**config.mk**
```make
export PLATFORM = sky130hd
export DESIGN_NAME = sau_unit
export DESIGN_NICKNAME = d
export VERILOG_FILES = /design/src/pkg/sau_pkg.sv /design/src/pkg/sau_lane_if.sv /design/src/design/sau_lane_addsub.sv /design/src/design/sau_unit.sv
export SDC_FILE = /design/constraint.sdc
export NUM_CORES = 1
export LEC_CHECK = 0
export BUFFER_PORTS_ARGS = -buffer_cell sky130_fd_sc_hd__buf_2
export CAP_MARGIN = 5
export CELL_PAD_IN_SITES_DETAIL_PLACEMENT = 0
export CELL_PAD_IN_SITES_GLOBAL_PLACEMENT = 1
export CORE_ASPECT_RATIO = 1.2
export CORE_UTILIZATION = 35
export DETAILED_ROUTE_END_ITERATION = 16
export PLACE_DENSITY = 0.74
export SYNTH_ARGS = -nofsm -noshare
export SYNTH_HDL_FRONTEND = slang
export SYNTH_HIERARCHICAL = 1
export SYNTH_SLANG_ARGS = --single-unit
```
**constraint.sdc**
```tcl
create_clock -name clk -period 2.2 [get_ports clk]
set_input_delay 0.11 -clock clk [delete_from_list [all_inputs] [get_ports clk]]
set_output_delay 0.11 -clock clk [all_outputs]
set_load 0.02 [all_outputs]
```
**src/pkg/sau_pkg.sv**
```systemverilog
/*
  Constants, opcode encoding and shared types for the saturating arithmetic unit.
  Assumes a single core clock domain; included by the unit and its lane module.
*/
package sau_pkg;
  // ---------------------------------------------------------------
  // widths
  // ---------------------------------------------------------------
  localparam int unsigned SAU_WORD_W = 32;
  localparam int unsigned SAU_HALF_W = 16;
  localparam int unsigned SAU_BYTE_W = 8;
  localparam int unsigned SAU_SAT_W = 6;
  localparam int unsigned SAU_SHIFT_W = 5;

  // ---------------------------------------------------------------
  // legal ranges of the width and shift fields
  // ---------------------------------------------------------------
  localparam logic [5:0] SAU_SSAT_MIN = 6'h01;
  localparam logic [5:0] SAU_SSAT_MAX = 6'h20;
  localparam logic [5:0] SAU_USAT_MAX = 6'h1F;
  localparam logic [5:0] SAU_SIGNED_CLAMP_PAIR_MAX = 6'h10;
  localparam logic [5:0] SAU_UNSIGNED_CLAMP_PAIR_MAX = 6'h0F;
  localparam logic [4:0] SAU_ASR_MIN = 5'h01;

  // ---------------------------------------------------------------
  // reset values
  // ---------------------------------------------------------------
  localparam logic SAU_STICKY_RST = 1'b0;
  localparam logic [31:0] SAU_RESULT_RST = 32'h0000_0000;
  localparam logic [3:0] SAU_FLAGS_RST = 4'h0;

  // operation codes from the decode stage
  typedef enum logic [3:0] {
    SAU_OP_SCLAMP = 4'h0,
    SAU_OP_UCLAMP = 4'h1,
    SAU_OP_SCLAMP_PAIR = 4'h2,
    SAU_OP_UCLAMP_PAIR = 4'h3,
    SAU_OP_ADD_WORD = 4'h4,
    SAU_OP_SUB_WORD = 4'h5,
    SAU_OP_ADD_HALVES = 4'h6,
    SAU_OP_SUB_HALVES = 4'h7,
    SAU_OP_ADD_BYTES = 4'h8,
    SAU_OP_SUB_BYTES = 4'h9
  } sau_op_t;

  // lane size of the add/subtract datapath
  typedef enum logic [1:0] {
    SAU_LANE_WORD = 2'h0,
    SAU_LANE_HALF = 2'h1,
    SAU_LANE_BYTE = 2'h2
  } sau_lane_t;

  // issue pipeline states, one-hot
  typedef enum logic [1:0] {
    SAU_ST_IDLE = 2'b01,
    SAU_ST_DONE = 2'b10
  } sau_state_t;
endpackage

```
**src/pkg/sau_lane_if.sv**
```systemverilog
/*
  Interface carrying operands and results between the unit and its lane adder.
  Assumes both ends sit in the same clock domain; purely combinational.
*/
interface sau_lane_if;
  import sau_pkg::*;
  logic [31:0] a;
  logic [31:0] b;
  logic sub;
  sau_lane_t lane;
  logic [31:0] sum;
  logic [3:0] lane_sat;

  modport master (output a, output b, output sub, output lane, input sum, input lane_sat);
  modport slave (input a, input b, input sub, input lane, output sum, output lane_sat);
endinterface

```
**src/design/sau_lane_addsub.sv**
```systemverilog
/*
  Lane-split signed saturating add/subtract: one word, two halves or four bytes.
  Assumes operands are stable for the cycle; no state is held here.
*/
module sau_lane_addsub
  import sau_pkg::*;
(
  sau_lane_if.slave lif
);

  // ---------------------------------------------------------------
  // clamp a 9-bit byte result to the signed 8-bit range, bit 8 marks a clamp
  // ---------------------------------------------------------------
  function automatic logic [8:0] sat8(input logic [8:0] v);
    logic [8:0] r;
    r = {1'b0, v[7:0]};
    if (v[8] != v[7]) begin
      r = {1'b1, v[8], {7{~v[8]}}};
    end
    return r;
  endfunction

  logic [8:0] byte_res [4];
  logic [16:0] half_res [2];
  logic [32:0] word_res;

  // each byte lane works alone, no carry crosses its edge
  genvar g;
  generate
    for (g = 0; g < 4; g++) begin : g_byte
      always_comb begin
        if (lif.sub) begin
          byte_res[g] = sat8({lif.a[8*g+7], lif.a[8*g +: 8]} - {lif.b[8*g+7], lif.b[8*g +: 8]}); // RULE13
        end else begin
          byte_res[g] = sat8({lif.a[8*g+7], lif.a[8*g +: 8]} + {lif.b[8*g+7], lif.b[8*g +: 8]}); // RULE13
        end
      end
    end
    for (g = 0; g < 2; g++) begin : g_half
      always_comb begin
        if (lif.sub) begin
          half_res[g] = {lif.a[16*g+15], lif.a[16*g +: 16]} - {lif.b[16*g+15], lif.b[16*g +: 16]}; // RULE13
        end else begin
          half_res[g] = {lif.a[16*g+15], lif.a[16*g +: 16]} + {lif.b[16*g+15], lif.b[16*g +: 16]}; // RULE13
        end
      end
    end
  endgenerate

  // full word sum with a guard bit for overflow detection
  assign word_res = lif.sub ? ({lif.a[31], lif.a} - {lif.b[31], lif.b}) : ({lif.a[31], lif.a} + {lif.b[31], lif.b});

  // lane selection and per-lane clamp
  always_comb begin
    lif.sum = SAU_RESULT_RST;
    lif.lane_sat = SAU_FLAGS_RST;
    case (lif.lane)
      SAU_LANE_WORD: begin
        lif.sum = word_res[31:0];
        if (word_res[32] != word_res[31]) begin
          lif.sum = {word_res[32], {31{~word_res[32]}}}; // RULE12
          lif.lane_sat[0] = 1'b1;
        end
      end
      SAU_LANE_HALF: begin
        for (int i = 0; i < 2; i++) begin
          lif.sum[16*i +: 16] = half_res[i][15:0];
          if (half_res[i][16] != half_res[i][15]) begin
            lif.sum[16*i +: 16] = {half_res[i][16], {15{~half_res[i][16]}}}; // RULE12
            lif.lane_sat[i] = 1'b1;
          end
        end
      end
      SAU_LANE_BYTE: begin
        for (int i = 0; i < 4; i++) begin
          lif.sum[8*i +: 8] = byte_res[i][7:0]; // RULE12
          lif.lane_sat[i] = byte_res[i][8];
        end
      end
      default: begin
        lif.sum = SAU_RESULT_RST;
      end
    endcase
  end
endmodule

```
**src/design/sau_unit.sv**
```systemverilog
/*
  Saturating arithmetic unit: shifted word clamps, halfword-pair clamps and
  lane-split signed saturating add/subtract, with a sticky overflow bit.
  Assumes the decode stage issues one request per valid pulse on the core clock
  and never names the stack pointer or program counter as an operand.
*/

// Overview of operation
// RULE1: a signed clamp returns the lower bound below range, the upper bound above it, else the input.
// RULE2: an unsigned clamp returns zero for negatives, two to the n minus one above it, else the input.
// RULE3: any clamp that changes its value sets the sticky overflow bit, otherwise the bit is kept.
// RULE4: the sticky bit is cleared only by an explicit write to the status register, never by an operation.
// RULE5: the word signed clamp takes widths one through thirty-two.
// RULE6: the word unsigned clamp takes widths zero through thirty-one.
// RULE7: before a word clamp the source may be shifted right arithmetically 1-31 or left logically 0-31.
// RULE8: the word signed clamp shifts first and then clamps the shifted value.
// RULE9: the word unsigned clamp treats its source as signed two's complement.
// RULE10: pair signed clamp takes widths one to sixteen, pair unsigned clamp zero to fifteen.
// RULE11: pair clamps treat the two halves independently and write each to its own half.
// RULE12: signed add and subtract work on 32, 16 or 8 bit lanes, each clamped to its signed range.
// RULE13: lane forms use four byte or two halfword lanes, saturated separately with no carry between lanes.
// RULE14: byte and halfword lane add and subtract never set the sticky bit; only word forms may.
// RULE15: no operation here changes the negative, zero, carry or overflow flags.
// RULE16: the decode stage must not use the stack pointer or program counter as operand.
module sau_unit
  import sau_pkg::*;
(
  clk,
  rst_b,
  clk_en,
  op_valid,
  op_code,
  first_operand_reg,
  second_operand_reg,
  sat_width,
  shift_amount,
  shift_is_asr,
  status_wr,
  status_wr_sticky,
  status_wr_nzcv,
  result,
  result_valid,
  op_illegal,
  sticky_ovf,
  nzcv_flags
);
  input wire logic clk;
  input wire logic rst_b;
  input wire logic clk_en;
  input wire logic op_valid;
  input wire sau_op_t op_code;
  input wire logic [31:0] first_operand_reg;
  input wire logic [31:0] second_operand_reg;
  input wire logic [5:0] sat_width;
  input wire logic [4:0] shift_amount;
  input wire logic shift_is_asr;
  input wire logic status_wr;
  input wire logic status_wr_sticky;
  input wire logic [3:0] status_wr_nzcv;
  output logic [31:0] result;
  output logic result_valid;
  output logic op_illegal;
  output logic sticky_ovf;
  output logic [3:0] nzcv_flags;

  // ---------------------------------------------------------------
  // reset synchroniser
  // ---------------------------------------------------------------
  logic rst_meta_reg;
  logic rst_sync_b;

  // release after two edges so all flops leave reset together
  always_ff @(posedge clk or negedge rst_b) begin
    if (!rst_b) begin
      rst_meta_reg <= 1'b0;
      rst_sync_b <= 1'b0;
    end else begin
      rst_meta_reg <= 1'b1;
      rst_sync_b <= rst_meta_reg;
    end
  end

  // ---------------------------------------------------------------
  // clamp helpers
  // ---------------------------------------------------------------
  // signed clamp of a 33-bit signed value to n bits, n in 1..32
  function automatic logic [32:0] sclamp(input logic [32:0] v, input logic [5:0] n);
    logic signed [32:0] hi;
    logic signed [32:0] lo;
    logic [32:0] r;
    hi = 33'sh0_7FFF_FFFF >>> (6'd32 - n);
    lo = ~hi;
    r = v;
    if ($signed(v) > hi) begin
      r = hi; // RULE1
    end else if ($signed(v) < lo) begin
      r = lo; // RULE1
    end
    return r;
  endfunction

  // unsigned clamp of a 33-bit signed value to n bits, n in 0..31
  function automatic logic [32:0] uclamp(input logic [32:0] v, input logic [5:0] n);
    logic signed [32:0] hi;
    logic [32:0] r;
    hi = $signed((33'h1 << n) - 33'h1);
    r = v;
    if (v[32]) begin
      r = '0; // RULE2
    end else if ($signed(v) > hi) begin
      r = hi; // RULE2
    end
    return r;
  endfunction

  // ---------------------------------------------------------------
  // width and shift checks
  // ---------------------------------------------------------------
  logic width_ok;

  always_comb begin
    case (op_code)
      SAU_OP_SCLAMP: width_ok = (sat_width >= SAU_SSAT_MIN) && (sat_width <= SAU_SSAT_MAX)
                                && !(shift_is_asr && shift_amount < SAU_ASR_MIN); // RULE5 RULE7
      SAU_OP_UCLAMP: width_ok = (sat_width <= SAU_USAT_MAX)
                                && !(shift_is_asr && shift_amount < SAU_ASR_MIN); // RULE6 RULE7
      SAU_OP_SCLAMP_PAIR: width_ok = (sat_width >= SAU_SSAT_MIN) && (sat_width <= SAU_SIGNED_CLAMP_PAIR_MAX); // RULE10
      SAU_OP_UCLAMP_PAIR: width_ok = (sat_width <= SAU_UNSIGNED_CLAMP_PAIR_MAX); // RULE10
      SAU_OP_ADD_WORD, SAU_OP_SUB_WORD, SAU_OP_ADD_HALVES,
      SAU_OP_SUB_HALVES, SAU_OP_ADD_BYTES, SAU_OP_SUB_BYTES: width_ok = 1'b1;
      default: width_ok = 1'b0;
    endcase
  end

  // ---------------------------------------------------------------
  // shifted source for the word clamps
  // ---------------------------------------------------------------
  logic [32:0] shifted;
  logic [31:0] shift_word;

  // shift at register width first: bits pushed past bit 31 are lost, as on the core shifter
  always_comb begin
    if (shift_is_asr) begin
      shift_word = $signed(second_operand_reg) >>> shift_amount; // RULE7 RULE8
    end else begin
      shift_word = second_operand_reg << shift_amount; // RULE7 RULE8
    end
    shifted = {shift_word[31], shift_word};
  end

  // ---------------------------------------------------------------
  // lane adder
  // ---------------------------------------------------------------
  sau_lane_if lif ();

  assign lif.a = first_operand_reg;
  assign lif.b = second_operand_reg;
  assign lif.sub = (op_code == SAU_OP_SUB_WORD) || (op_code == SAU_OP_SUB_HALVES) || (op_code == SAU_OP_SUB_BYTES);
  assign lif.lane = (op_code == SAU_OP_ADD_HALVES || op_code == SAU_OP_SUB_HALVES) ? SAU_LANE_HALF :
                    (op_code == SAU_OP_ADD_BYTES || op_code == SAU_OP_SUB_BYTES) ? SAU_LANE_BYTE : SAU_LANE_WORD;

  sau_lane_addsub u_lane (
    .lif(lif)
  );

  // ---------------------------------------------------------------
  // result and saturation select
  // ---------------------------------------------------------------
  logic [31:0] res_next;
  logic sat_next;
  logic [32:0] lo_c;
  logic [32:0] hi_c;

  always_comb begin
    res_next = SAU_RESULT_RST;
    sat_next = 1'b0;
    lo_c = '0;
    hi_c = '0;
    case (op_code)
      SAU_OP_SCLAMP: begin
        lo_c = sclamp(shifted, sat_width); // RULE8
        res_next = lo_c[31:0];
        sat_next = (lo_c != shifted); // RULE3
      end
      SAU_OP_UCLAMP: begin
        lo_c = uclamp(shifted, sat_width); // RULE9
        res_next = lo_c[31:0];
        sat_next = (lo_c != shifted); // RULE3
      end
      SAU_OP_SCLAMP_PAIR: begin
        lo_c = sclamp({{17{second_operand_reg[15]}}, second_operand_reg[15:0]}, sat_width); // RULE11
        hi_c = sclamp({{17{second_operand_reg[31]}}, second_operand_reg[31:16]}, sat_width); // RULE11
        res_next = {hi_c[15:0], lo_c[15:0]}; // RULE11
        sat_next = (lo_c[15:0] != second_operand_reg[15:0]) || (hi_c[15:0] != second_operand_reg[31:16]); // RULE3
      end
      SAU_OP_UCLAMP_PAIR: begin
        lo_c = uclamp({{17{second_operand_reg[15]}}, second_operand_reg[15:0]}, sat_width); // RULE11
        hi_c = uclamp({{17{second_operand_reg[31]}}, second_operand_reg[31:16]}, sat_width); // RULE11
        res_next = {hi_c[15:0], lo_c[15:0]}; // RULE11
        sat_next = (lo_c[15:0] != second_operand_reg[15:0]) || (hi_c[15:0] != second_operand_reg[31:16]); // RULE3
      end
      SAU_OP_ADD_WORD, SAU_OP_SUB_WORD: begin
        res_next = lif.sum; // RULE12
        sat_next = lif.lane_sat[0]; // RULE3
      end
      SAU_OP_ADD_HALVES, SAU_OP_SUB_HALVES, SAU_OP_ADD_BYTES, SAU_OP_SUB_BYTES: begin
        res_next = lif.sum; // RULE13
        sat_next = 1'b0; // RULE14
      end
      default: begin
        res_next = SAU_RESULT_RST;
      end
    endcase
  end

  // ---------------------------------------------------------------
  // issue state
  // ---------------------------------------------------------------
  sau_state_t state_reg;
  logic take;

  assign take = op_valid && clk_en;

  // one cycle of latency: a taken request answers on the next edge
  always_ff @(posedge clk or negedge rst_sync_b) begin
    if (!rst_sync_b) begin
      state_reg <= SAU_ST_IDLE;
    end else if (clk_en) begin
      case (state_reg)
        SAU_ST_IDLE: state_reg <= op_valid ? SAU_ST_DONE : SAU_ST_IDLE;
        SAU_ST_DONE: state_reg <= op_valid ? SAU_ST_DONE : SAU_ST_IDLE;
        default: state_reg <= SAU_ST_IDLE;
      endcase
    end
  end

  assign result_valid = (state_reg == SAU_ST_DONE);

  // result and error registers, updated only when a request is taken
  always_ff @(posedge clk or negedge rst_sync_b) begin
    if (!rst_sync_b) begin
      result <= SAU_RESULT_RST;
      op_illegal <= 1'b0;
    end else if (take) begin
      result <= width_ok ? res_next : SAU_RESULT_RST;
      op_illegal <= !width_ok;
    end
  end

  // ---------------------------------------------------------------
  // status word bits
  // ---------------------------------------------------------------
  // sticky bit: a saturation in the same cycle as a clearing write wins
  always_ff @(posedge clk or negedge rst_sync_b) begin
    if (!rst_sync_b) begin
      sticky_ovf <= SAU_STICKY_RST;
    end else if (clk_en) begin
      if (take && width_ok && sat_next) begin
        sticky_ovf <= 1'b1; // RULE3
      end else if (status_wr) begin
        sticky_ovf <= status_wr_sticky; // RULE4
      end
    end
  end

  // condition flags change only through the status write path
  always_ff @(posedge clk or negedge rst_sync_b) begin
    if (!rst_sync_b) begin
      nzcv_flags <= SAU_FLAGS_RST;
    end else if (clk_en && status_wr) begin
      nzcv_flags <= status_wr_nzcv; // RULE15
    end
  end
endmodule

```
==> Flow_metrics.wiki <==
{| class="wikitable"
! Metric !! Value
|-
| Total count of hold-check failures in the final report || 0
|-
| Setup repair after global routing missed its margin || true
|-
| Final layout net count || 5,679
|-
| Via count of the first global-routing pass || 36,700
|-
| Count of final setup violators || 33
|-
| Number of nets with antenna violations after detailed routing || 0
|-
| Rel. slew slack || 13.1%
|-
| Wirelength, routed || 186,000 microns
|-
| Mean area per synthesized cell || 7.24 sq um
|-
| Post-synth net total || 4,288
|-
| Die X || 256 microns
|-
| Synthesized instance count || 3,754
|-
| Starting density of the core || 35.5%
|-
| Antenna violations before repair || 18
|-
| Number of design-rule violations left by the first detailed-router iteration || 4,607
|-
| Largest voltage drop on the vdd net || 352 uV
|-
| Detailed placer's ending HPWL || 148,000 microns
|-
| Critical register-to-register path startpoint || sticky_ovf$_DFFE_PN0P_
|-
| Overall power of the completed layout || 20.7 mW
|-
| First-pass GRT wire length || 263,000 microns
|-
| Clock slew at the register clock pins of the worst setup and hold paths || 0.08 ns
|-
| Sort of element at the end of the critical path || register
|-
| Average routed wire per standard cell || 30.0 microns
|-
| Clock buffer depth || 2
|-
| CTS tree || yes
|-
| Number of max-cap violations || 0
|-
| Maximum cell stage delay along the critical path || 0.46 ns
|-
| Violated checks || setup timing
|-
| Shortest clock period the worst path allows after layout || 5.89 ns
|-
| Initial DRT Pass Iterations || 6
|-
| Worst skew pair latency || 0.30 ns
|-
| Pin count of the biggest net entering global routing || 44
|-
| Worst-case setup margin in the final layout || -3.69 ns
|-
| Total standard cell area after synthesis || 0.0272 sq mm
|-
| HP Class || in -> reg
|-
| Synth-to-layout area growth || 57.0%
|-
| Endpoint required time on the critical path || 2.39 ns
|-
| Critical-path top delay cell || sky130_fd_sc_hd__o41a_1
|-
| Hold Worst Slack || 0.0325 ns
|-
| Leakage power summed over all cells || 20.2 nW
|-
| Gr ovfl total || 0
|-
| Worst Path Arrival || 6.07 ns
|-
| Status || finished with violations
|-
| Startpoint of the most critical hold path || status_wr_nzcv[2]
|-
| CTS sink cnt || 42
|-
| Sum of buffers and inverters on the critical path || 9
|-
| Final number of max-transition violations || 0
|-
| CP dominant cell by count || sky130_fd_sc_hd__buf_16
|-
| Detail-routed via count per cell || 6.20
|-
| Type of origin of the critical path || input port
|-
| Clock skew || 0.0140 ns
|-
| GRT Util Overall || 45.9%
|-
| Global placer's final weighted congestion || 1.16
|-
| Htree depth || 2
|-
| Kind of critical path || in -> reg
|-
| Worst setup path startpoint || shift_amount[0]
|-
| Area of the die || 0.0788 sq mm
|-
| Top delay family on crit path || compound AO/OA/AOI/OAI gates
|-
| IO Port Bufs || 128
|-
| Number of buffers created by CTS || 5
|-
| Fmax || 170 MHz
|-
| Worst-Margin Slew || 1.30 ns
|-
| Count of synthesis-stage warnings from yosys || 6
|-
| Y dimension of the die || 307 microns
|-
| Final worst-path cycle share || 268%
|-
| Share of final-layout standard cells stronger than drive strength 1 || 40.8%
|-
| Biggest fanout along the worst timing path || 10
|-
| Core region area || 0.0767 sq mm
|-
| DRC || 0
|-
| Cell Rows || 111
|-
| Via count || 38,300
|-
| Root buffer selected by CTS || sky130_fd_sc_hd__clkbuf_16
|-
| Power density normalized to cell area || 486 mW/mm^2
|-
| Boundary Pins || 129
|-
| Number of flip-flops under the largest register name || 32
|}
## cell type report
class                      count  area, sq um
sequential                    42         1050
antenna                       12         30.0
multi-input combinational   3261        26300
timing repair buffer        1613        13000
inverter                     222          868
clock inverter                 3         23.8
clock buffer                   5          125
tap                         1017         1270
fill                        7383        34000
## power breakdown
part	total [mW]	switching (mW)	internal [mW]
logic	19.0	10.6	8.36
registers	0.951	0.0681	0.883
clock network	0.787	0.361	0.426
total	20.7	11.1	9.67
## worst register-to-register path, cell delays in order (launching register included)
cell                      delay, ns
sky130_fd_sc_hd__dfrtp_1       0.47
sky130_fd_sc_hd__mux2_2        0.37
sky130_fd_sc_hd__o41a_1        0.45
## stage by stage
step	TNS [ns]	instances	setup slack [ns]	util, %	cell area, sq um
6_report	-105.35	6175	-3.69	55.7	42700
3_3_place_gp	-137.40	6052	-4.73	51.4	39400
4_1_cts	-101.48	6131	-3.56	54.6	41800
2_1_floorplan	-91.64	3754	-3.29	-	28100
5_1_grt	-109.66	6170	-3.90	55.6	42700
3_5_place_dp	-137.93	6052	-4.84	51.4	39400
## cell usage in the layout (no fill, tap or decap), types with 61 or more instances in the layout
master and count:
sky130_fd_sc_hd__buf_4 1356, sky130_fd_sc_hd__ha_1 407, sky130_fd_sc_hd__nor2_1 309, sky130_fd_sc_hd__nand2_1 306
sky130_fd_sc_hd__a21oi_1 296, sky130_fd_sc_hd__o21ai_0 195, sky130_fd_sc_hd__inv_1 188, sky130_fd_sc_hd__buf_2 118
sky130_fd_sc_hd__xnor2_1 112, sky130_fd_sc_hd__o211ai_1 84, sky130_fd_sc_hd__a21o_1 78, sky130_fd_sc_hd__mux2i_1 77
sky130_fd_sc_hd__buf_6 63, sky130_fd_sc_hd__nor3_1 61, sky130_fd_sc_hd__nor2b_1 61
## path summary, 6_finish.rpt
| kind | end | slack [ns] | cells after the start |
|---|---|---|---|
| setup reg to reg | sticky_ovf$_DFFE_PN0P_ | 0.79 | 2 |
| hold / removal | nzcv_flags[2]$_DFFE_PN0P_ | 0.03 | 2 |
| min in group asynchronous | sticky_ovf$_DFFE_PN0P_ | 0.09 | 0 |
| setup / recovery | sticky_ovf$_DFFE_PN0P_ | -3.69 | 31 |
| hold reg to reg | sticky_ovf$_DFFE_PN0P_ | 0.09 | 0 |
| max in group asynchronous | state_reg[0]$_DFFE_PN1P_ | 1.32 | 1 |
## repair_timing
item,CTS,global route
resized for setup,350,121
buffers inserted,72,38
gates cloned,5,1
endpoints found under the hold margin,2,0
setup endpoints to repair,34,34
pin swaps,138,98
hold buffers,1,0
## layer usage
layer  global-route usage (%)  part of all wire [%]
met1                     53.9                    37
met3                     11.5                    10
met5                        0                 0.032
met2                     70.1                    42
met4                     39.0                    11
(Power assumes the default switching activity.)
